$ cat config.mk
export PLATFORM = sky130hd
export DESIGN_NAME = uart_aux_status_control
export DESIGN_NICKNAME = d
export VERILOG_FILES = /design/src/design/uart_aux_pkg.sv /design/src/design/uart_aux_status_control.sv
export SDC_FILE = /design/constraint.sdc
export NUM_CORES = 1
export LEC_CHECK = 0
export BUFFER_PORTS_ARGS = -buffer_cell sky130_fd_sc_hd__buf_2
export CAP_MARGIN = 10
export CORE_ASPECT_RATIO = 0.75
export CORE_MARGIN = 2
export CORE_UTILIZATION = 55
export CTS_CLUSTER_DIAMETER = 200
export DETAILED_ROUTE_END_ITERATION = 8
export PLACE_DENSITY = 0.84
export SKIP_LAST_GASP = 1
export SYNTH_ARGS = -nofsm -noshare
export SYNTH_HDL_FRONTEND = slang
export SYNTH_SLANG_ARGS = --single-unit
$ cat constraint.sdc
create_clock -name clk -period 2.6 [get_ports clk]
set_clock_uncertainty 0.1 [all_clocks]
set_input_delay 0 -clock clk [delete_from_list [all_inputs] [get_ports clk]]
set_output_delay 0 -clock clk [all_outputs]
set_load 0.005 [all_outputs]
$ cat src/design/uart_aux_pkg.sv
// Constants and carrier types for the serial port auxiliary status and control block
package uart_aux_pkg;

    // ------------------------------------------------------------
    // Register map
    // ------------------------------------------------------------
    localparam int ADDR_W = 2;
    localparam logic [1:0] REG_AUX_STATUS = 2'h0;
    localparam logic [1:0] REG_AUX_CONTROL = 2'h1;
    localparam logic [7:0] RESET_VALUE = 8'h00;

    // Status register bit positions
    localparam int ST_BREAK_SEEN = 7;
    localparam int ST_RX_EDGE = 6;
    localparam int ST_RX_INV = 4;
    localparam int ST_IDLE_REPORT = 3;
    localparam int ST_LONG_BRK_TX = 2;
    localparam int ST_LONG_BRK_DET = 1;
    localparam int ST_RX_ACTIVE = 0;

    // Control register bit positions
    localparam int CT_RX_NINTH = 7;
    localparam int CT_TX_NINTH = 6;
    localparam int CT_TX_DIR = 5;
    localparam int CT_TX_INV = 4;
    localparam int CT_OVERRUN_IE = 3;
    localparam int CT_NOISE_IE = 2;
    localparam int CT_FRAME_IE = 1;
    localparam int CT_PARITY_IE = 0;

    // ------------------------------------------------------------
    // Bit-time counts for break generation and detection
    // ------------------------------------------------------------
    localparam logic [3:0] BRK_TX_SHORT = 4'ha;
    localparam logic [3:0] BRK_TX_LONG = 4'hd;
    localparam logic [3:0] BRK_DET_SHORT = 4'ha;
    localparam logic [3:0] BRK_DET_LONG = 4'hb;
    localparam logic [3:0] NINE_BIT_EXTRA = 4'h1;

    // Register port request
    typedef struct packed {
        logic wr;
        logic rd;
        logic [ADDR_W-1:0] addr;
        logic [7:0] wdata;
    } reg_req_t;

    // Events from the receive shifter
    typedef struct packed {
        logic start_det;
        logic idle_det;
        logic char_done;
        logic stop_low;
        logic ninth;
        logic standby;
    } rx_evt_t;

    // Error flags held by the main status register
    typedef struct packed {
        logic overrun;
        logic noise;
        logic frame;
        logic parity;
    } err_flags_t;

    typedef enum logic {BRK_IDLE, BRK_SEND} brk_state_t;

endpackage

$ cat src/design/uart_aux_status_control.sv
// Auxiliary status and control logic of a LIN capable asynchronous serial port
//
// The implementer's own choices: the address map and strobed register access.
`timescale 1ns/100ps
`default_nettype none

// What this block does
// - Flag LIN break when detection enabled; w1c
// - Flag active receive edge by polarity; w1c
// - Receive inversion applies to whole frame
// - Standby idle sets idle only if reporting
// - Break length 10/11 or 13/14 bits
// - Framing checks ignore long break setting
// - Break detect at 10/11 or 11/12 lows
// - Break detection inhibits framing and full flags
// - Receiver active on start, cleared at idle
// - Capture ninth received bit in nine-bit mode
// - Data write moves stored ninth bit out
// - Single-wire pin direction from direction bit
// - Transmit inversion drives inverted output level
// - Overrun interrupt when flag and enable
// - Noise interrupt when flag and enable
// - Framing interrupt when flag and enable
// - Parity interrupt when flag and enable
// - Transmit inversion covers every element
// - Framing error with full on low stop
module uart_aux_status_control
    import uart_aux_pkg::*;
(
    input wire logic clk,
    input wire logic reset,
    input wire reg_req_t reg_req,
    output logic [7:0] reg_rdata,
    input wire logic rxd_pin,
    input wire logic txd_pin_in,
    output logic txd_pin_out,
    output logic txd_pin_oe,
    input wire logic bit_tick,
    input wire logic word9,
    input wire logic loop_mode_sel,
    input wire logic loop_source_sel,
    input wire rx_evt_t rx_evt,
    input wire err_flags_t err_flags,
    input wire logic tx_serial,
    input wire logic tx_break_req,
    input wire logic data_reg_write,
    output logic rx_line,
    output logic rx_full_set,
    output logic frame_err_set,
    output logic idle_set,
    output logic tx_break_busy,
    output logic tx_ninth_out,
    output logic irq_req
);

    // ------------------------------------------------------------
    // State
    // ------------------------------------------------------------
    typedef struct packed {
        logic rxd_s1;
        logic rxd_s2;
        logic txd_s1;
        logic txd_s2;
        logic line_prev;
        logic line_break_seen_flag;
        logic rx_edge_flag;
        logic rx_polarity_invert;
        logic standby_idle_report;
        logic long_break_tx;
        logic long_break_detect_en;
        logic rx_active_flag;
        logic rx_ninth_bit;
        logic tx_ninth_bit;
        logic single_wire_tx_dir;
        logic tx_polarity_invert;
        logic [3:0] irq_en;
        logic [3:0] low_count;
        brk_state_t brk_state;
        logic [3:0] brk_count;
        logic tx_ninth_shift;
        logic [7:0] rdata;
    } state_t;

    state_t st;
    state_t next_st;
    logic wr_status;
    logic wr_control;
    logic single_wire;
    logic rx_source;
    logic tx_level;
    logic [3:0] det_len;
    logic [3:0] brk_len;
    logic break_hit;

    // Nine-bit words stretch every break length by one bit time
    function automatic logic [3:0] bit_len(input logic nine, input logic [3:0] base);
        bit_len = nine ? base + NINE_BIT_EXTRA : base;
    endfunction

    // ------------------------------------------------------------
    // Line selection and derived terms
    // ------------------------------------------------------------
    assign wr_status = reg_req.wr && reg_req.addr == REG_AUX_STATUS;
    assign wr_control = reg_req.wr && reg_req.addr == REG_AUX_CONTROL;
    assign single_wire = loop_mode_sel && loop_source_sel;
    // Break overrides the shifter; inversion sits last so it covers idle too
    assign tx_level = (st.brk_state == BRK_SEND) ? 1'b0 : tx_serial;
    assign txd_pin_out = tx_level ^ st.tx_polarity_invert;
    assign txd_pin_oe = single_wire ? st.single_wire_tx_dir : 1'b1;
    // Internal loop feeds the uninverted transmit level straight back
    assign rx_source = !loop_mode_sel ? st.rxd_s2 : (loop_source_sel ? st.txd_s2 : tx_level);
    assign rx_line = rx_source ^ st.rx_polarity_invert;
    // Long break transmit is deliberately absent from the detection length
    assign det_len = bit_len(word9, st.long_break_detect_en ? BRK_DET_LONG : BRK_DET_SHORT);
    assign brk_len = bit_len(word9, st.long_break_tx ? BRK_TX_LONG : BRK_TX_SHORT);
    assign break_hit = bit_tick && !rx_line && st.low_count == det_len - 4'h1;

    // Flag gating toward the main status register
    assign rx_full_set = rx_evt.char_done && !st.long_break_detect_en;
    assign frame_err_set = rx_full_set && rx_evt.stop_low;
    assign idle_set = rx_evt.idle_det && (!rx_evt.standby || st.standby_idle_report);
    assign tx_break_busy = st.brk_state == BRK_SEND;
    assign tx_ninth_out = st.tx_ninth_shift;
    assign reg_rdata = st.rdata;
    // Each error flag requests service only when its enable is set
    assign irq_req = (err_flags.overrun && st.irq_en[3])
        || (err_flags.noise && st.irq_en[2])
        || (err_flags.frame && st.irq_en[1])
        || (err_flags.parity && st.irq_en[0]);

    // ------------------------------------------------------------
    // Next state
    // ------------------------------------------------------------
    always_comb begin
        next_st = st;
        // Two-stage synchronisers for both pins
        next_st.rxd_s1 = rxd_pin;
        next_st.rxd_s2 = st.rxd_s1;
        next_st.txd_s1 = txd_pin_in;
        next_st.txd_s2 = st.txd_s1;
        next_st.line_prev = rx_line;

        // Consecutive low bit times, saturating at 15, above the longest threshold
        if (bit_tick) begin
            if (rx_line) begin
                next_st.low_count = 4'h0;
            end else if (st.low_count != 4'hf) begin
                next_st.low_count = st.low_count + 4'h1;
            end
        end

        // Sticky flags: a set in the clearing cycle wins
        next_st.line_break_seen_flag = (st.line_break_seen_flag
            && !(wr_status && reg_req.wdata[ST_BREAK_SEEN]))
            || (break_hit && st.long_break_detect_en);
        // Inverted line falls on a falling pin edge, or a rising one when inverted
        next_st.rx_edge_flag = (st.rx_edge_flag && !(wr_status && reg_req.wdata[ST_RX_EDGE]))
            || (st.line_prev && !rx_line);

        // Receiver activity follows start and idle detection
        if (rx_evt.start_det) begin
            next_st.rx_active_flag = 1'b1;
        end else if (rx_evt.idle_det) begin
            next_st.rx_active_flag = 1'b0;
        end

        // Ninth bit only updates with a buffered character
        if (rx_full_set && word9) begin
            next_st.rx_ninth_bit = rx_evt.ninth;
        end
        if (data_reg_write && word9) begin
            next_st.tx_ninth_shift = st.tx_ninth_bit;
        end

        // Break generator counts whole bit times while the line is held low
        case (st.brk_state)
            BRK_IDLE: begin
                if (tx_break_req) begin
                    next_st.brk_state = BRK_SEND;
                    next_st.brk_count = 4'h0;
                end
            end
            BRK_SEND: begin
                if (bit_tick) begin
                    next_st.brk_count = st.brk_count + 4'h1;
                    if (st.brk_count + 4'h1 == brk_len) begin
                        next_st.brk_state = BRK_IDLE;
                    end
                end
            end
            default: begin
                next_st.brk_state = BRK_IDLE;
            end
        endcase

        // Register writes
        if (wr_status) begin
            next_st.rx_polarity_invert = reg_req.wdata[ST_RX_INV];
            next_st.standby_idle_report = reg_req.wdata[ST_IDLE_REPORT];
            next_st.long_break_tx = reg_req.wdata[ST_LONG_BRK_TX];
            next_st.long_break_detect_en = reg_req.wdata[ST_LONG_BRK_DET];
        end
        if (wr_control) begin
            next_st.tx_ninth_bit = reg_req.wdata[CT_TX_NINTH];
            next_st.single_wire_tx_dir = reg_req.wdata[CT_TX_DIR];
            next_st.tx_polarity_invert = reg_req.wdata[CT_TX_INV];
            next_st.irq_en = reg_req.wdata[CT_OVERRUN_IE:CT_PARITY_IE];
        end

        // Read data stands for one cycle only; unmapped reads give zero
        next_st.rdata = 8'h00;
        if (reg_req.rd) begin
            case (reg_req.addr)
                REG_AUX_STATUS: begin
                    next_st.rdata = {st.line_break_seen_flag, st.rx_edge_flag, 1'b0,
                        st.rx_polarity_invert, st.standby_idle_report, st.long_break_tx,
                        st.long_break_detect_en, st.rx_active_flag};
                end
                REG_AUX_CONTROL: begin
                    next_st.rdata = {st.rx_ninth_bit, st.tx_ninth_bit,
                        st.single_wire_tx_dir, st.tx_polarity_invert, st.irq_en};
                end
                default: begin
                    next_st.rdata = 8'h00;
                end
            endcase
        end
    end

    // ------------------------------------------------------------
    // State register
    // ------------------------------------------------------------
    // Pin stages reset high so no false edge appears after release
    always_ff @(posedge clk) begin
        if (reset) begin
            st <= '0;
            st.rxd_s1 <= 1'b1;
            st.rxd_s2 <= 1'b1;
            st.txd_s1 <= 1'b1;
            st.txd_s2 <= 1'b1;
            st.line_prev <= 1'b1;
            st.brk_state <= BRK_IDLE;
        end else begin
            st <= next_st;
        end
    end
endmodule

`default_nettype wire

### After elaboration in Yosys (flattened, before gate mapping)

Cells that the tools add are included.

| operators by class | value |
|---|---|
| multiplexer cells | 17 |
| add/sub/neg operators | 5 |
| bitwise gates (word level) | 4 |
| eq/ne operators | 6 |
| reductions and logical operators | 37 |

Operator list:

| cell | count |
|---|---|
| $logic_and 1x1->1 | 20 |
| $add 4x1->4 const B | 4 |
| $mux 4 | 4 |
| $pmux 8 s2 | 1 |
| $mux 5 | 2 |
| $pmux 5 s2 | 1 |
| $eq 4x4->1 | 2 |
| $mux 1 | 8 |
| $logic_or 1x1->1 | 6 |
| $logic_not 1->1 | 5 |
| $ne 2x2->1 const B | 2 |
| $ne 4x4->1 const B | 1 |
| $reduce_and 2->1 | 2 |
| $reduce_bool 2->1 | 2 |
| $sub 4x1->4 const B | 1 |
| $mux 3 | 1 |
| $eq 2x1->1 const B | 1 |
| $logic_not 2->1 | 1 |
| $not 1->1 | 2 |
| $reduce_or 2->1 | 1 |
| $xor 1x1->1 | 2 |

| storage, ports and cells | value |
|---|---|
| logic and storage cells | 91 |
| flip-flop bits (word level) | 38 |

### Logic depth before layout (Yosys ltp)

| logic depth | value |
|---|---|
| depth after elaboration | 9 |
| depth in mapped cells | 6 |
| gate-level depth less buffers | 6 |

### Least setup slack after synthesis

No wires, ideal clock.

| path | value |
|---|---|
| kind | register -> register |
| start | register st, in the netlist tx_break_busy |
| end | register st[31] (netlist bit) |
| slack | 0.910 ns |
| cell stages (with the launch flop) | 6 |
| data arrival time | 1.462 ns |
| required time | 2.372 ns |
| library setup time | 0.128 ns |
| path buffers | 1 |
| cells stage by stage | dfxtp_1 buf_6 or3b_4 a311o_1 a32oi_1 nor2_1 |

| on the way | value |
|---|---|
| word-level cells in the longest chain between the ends | 7 |

Ends and longest elaborated chain:

| what | RTL line | RTL |
|---|---|---|
| start, declared | uart_aux_status_control.sv:84 | `state_t st;` |
| start signal, assigned | uart_aux_status_control.sv:244 | `st <= next_st;` |
| $mux 1 | uart_aux_status_control.sv:107 | `assign tx_level = (st.brk_state == BRK_SEND) ? 1'b0 : tx_serial;` |
| $mux 1 (2 in series) | uart_aux_status_control.sv:111 | `assign rx_source = !loop_mode_sel ? st.rxd_s2 : (loop_source_sel ? st.txd_s2 : tx_level);` |
| $xor 1x1->1 | uart_aux_status_control.sv:112 | `assign rx_line = rx_source ^ st.rx_polarity_invert;` |
| $logic_not 1->1 | uart_aux_status_control.sv:158 | `\|\| (st.line_prev && !rx_line);` |
| $logic_and 1x1->1 | uart_aux_status_control.sv:158 |  |
| $logic_or 1x1->1 | uart_aux_status_control.sv:158 |  |

No other way between the ends.
A chain may end at the register's enable or synchronous reset.

### Final worst setup path

| path | value |
|---|---|
| start | register st[27] (netlist bit) |
| end | register st[25] (netlist bit) |

| on the way | value |
|---|---|
| word-level cells in the longest chain between the ends | 3 |

Ends and longest elaborated chain:

| what | RTL line | RTL |
|---|---|---|
| $logic_not 1->1 | uart_aux_status_control.sv:119 | `assign rx_full_set = rx_evt.char_done && !st.long_break_detect_en;` |
| $logic_and 1x1->1 | uart_aux_status_control.sv:119 |  |
| $logic_and 1x1->1 | uart_aux_status_control.sv:168 | `if (rx_full_set && word9) begin` |

No other way between the ends.

==> impl_metrics.toml <==
[placed_design]
dpl.hpwl_microns = 2530
gp_congestion = 0.838
port_buffers = 49
preCtsSetupSlack_ps = 791

[cts]
numCtsBuffers = 5
cts_tree = "yes"
clockRootBuffer = "clkbuf_8"
cts_resized = 0
insertion_delay_ps = 300
cts_sinks = 38
cts_max_level = 2
clk_transition_reported_paths_ps = 70
clock_path_buffers = 2

[setup_path]
critical_path_class = "register to register"
reg2reg_to = "st[25]"
crit_path_frequent_cell = "dlygate4sd3_1"
r2r_start = "st[27]"
crit_family = "buffers and inverters"
cp_slowest_stage_delay_ps = 560
crit_cells = 5
path_max_fanout = 4
crit_arrival_ps = 2230
cpMaxStageDelayCell = "dlygate4sd3_1"
path_cells = "nor2b_1 > nand3_1 > dlygate4sd3_1 > a21oi_1 > dlygate4sd3_1"
ff2ff_setup_slack_ps = 520
rr_worst_depth = 5
start_kind = "register"
crit_path_end_kind = "register"
cp.required_ps = 2740
cp_num_buf_inv = 2

[sta]
tns_ps = 0
slew_violations = 0
slew_headroom_pct = 59.3
finalHoldViolations = 0
fmax_mhz = 480
whs_ps = 13.0
fin_crit_ps = 2080
rsz0062_at_grt = "false"
tightest_slew_ps = 608
fin_ws_ps = 515
fin_crit_sh_pct = 80.2
setup_violations = 0

[power]
p_per_area_nw_per_um2 = 569
p_leak_nw = 1.02
vdd_drop_max_v = 0.000498
total_power_mw = 1.29

[finish]
num-nets-final = 290
fillers = 212
drive_above_1_share_pct = 26.1
layout_common_cells = "buf_2 (49), dfxtp_1 (38), nor2_1 (32), dlygate4sd3_1 (21), mux2i_1 (17)"
syn_to_final_growth_pct = 29.8
register_area_sq_um = 761
multiInputGateArea_sq_um = 867
final_common_cell = "buf_2"
diodes = 0

[logic_synthesis]
syn_area_sq_um = 1750
syn_nets = 228
ys.flop_type = "dfxtp_1"
synthArstFlopShare_pct = 0
ys_seq_area_share_pct = 43.6
syn_inst = 191
ys.warnings.count = 0
syn_avg_cell_area_sq_um = 9.14
synth_edf_count = 0
synth-seq-cells = 38
ys_types = 39

[route]
vias_per_cell = 5.35
routed_wl_microns = 4010
vias = 1557
antenna_left = 0
drt-initial-drc-count = 122
drcViolationCount = 0
firstDrtPassIters = 4
routedWlPerCell_microns = 13.8

[die]
dieArea_sq_um = 3640
die_w_microns = 69.1
initial_core_util_pct = 58.6
die_h_microns = 52.8
io_pins = 50
core.rowCount = 17
coreArea_sq_um = 2980

[global_route]
grt_pass1_wl_microns = 6430
grt_use_total_pct = 23.0
grt-ovfl-total = 0
antenna_found_initial = 0
grt_pass1_vias = 1444
grt_max_degree = 32

[job]
maxCapViolCount = 0

[hold_path]
hp-start = "reg_req[10]"
hp-class = "primary input to register"
whs_path_depth = 3
min_to = "reg_rdata[0]"

[status]
status = "finished, final reports clean"
## stage by stage
step                      instance area [sq um]  util (%)  cells
after floorplan                            1750         -    191
after global placement                     1940      65.3    263
after detailed placement                   1940      65.3    263
after CTS                                  2270      76.1    291
after global routing                       2270      76.1    291
final                                      2270      76.1    291
## sequential cells by signal, summed over array words and instances (netlist names)
signal,count
reg_rdata,8
tx_break_busy,1
next_st,2
tx_ninth_out,1
st,26
## Yosys cell counts, types with 3 or more instances
master     n  area (sq um)
dfxtp_1   38           761
nor2_1    32           120
mux2i_1   17           170
nand2_1   14          52.6
a21oi_1   11          55.1
buf_4      8          60.1
xnor2_1    7          61.3
inv_1      6          22.5
clkbuf_1   4          15.0
ha_1       4          50.1
nand3_1    4          20.0
nor3_1     4          20.0
or2_2      4          25.0
a32oi_1    3          26.3
nand3b_1   3          22.5
## worst register-to-register path: cells and delay by family (launching register included)
kind | cells | cell delay (ps)
AO/OA/AOI/OAI | 1 | 120
buffers and inverters | 2 | 1120
flip-flops | 1 | 360
AND/OR/NAND/NOR | 2 | 340
## power breakdown
group	switching (mW)	internal (mW)	leakage [nW]	total (mW)
logic	0.0719	0.0821	0.655	0.154
registers	0.0179	0.600	0.310	0.618
clock network	0.210	0.307	0.0573	0.517
total	0.300	0.989	1.02	1.29
## logic make-up (layout without fill, tap and decap cells)
group                    Yosys count  count (layout)  synth area share [%]
AND/OR/NAND/NOR                   75              75                  20.7
flip-flops                        38              38                  43.6
AO/OA/AOI/OAI                     27              27                  11.8
buffers and inverters             21              83                  6.74
multiplexers                      17              17                  9.75
XOR/XNOR                           9               9                  4.52
adder cells (fa/ha/maj)            4               4                  2.87
## per-layer routing
layer	share of wire (%)	track usage (%)	wire length [microns]
met5	0	0	0
met4	0.72	7.52	29
met3	7.1	6.54	284
met2	48	40.1	1910
met1	44	27.7	1780
## worst max-delay path by stage
stage | startpoint | to | slack [ps]
2_1_floorplan | tx_break_busy | st[31] | 910
3_3_place_gp | tx_break_busy | st[32] | 870
3_5_place_dp | tx_break_busy | st[31] | 790
4_1_cts | st[27] | st[25] | 560
5_1_grt | st[27] | st[25] | 430
6_report | st[27] | st[25] | 520
## layout make-up
class                      count  area share (%)
inverter                       6           0.994
clock inverter                 1            1.33
clock buffer                   6            3.64
tap                           38            2.10
sequential                    38            33.6
timing repair buffer          70            20.1
multi-input combinational    132            38.3
## what timing repair did
action                                 4_1_cts  5_1_grt
endpoints found under the hold margin       23        0
buffers inserted                             0        0
hold buffers                                21        0
No activity file was read; power rests on OpenSTA's default activity.
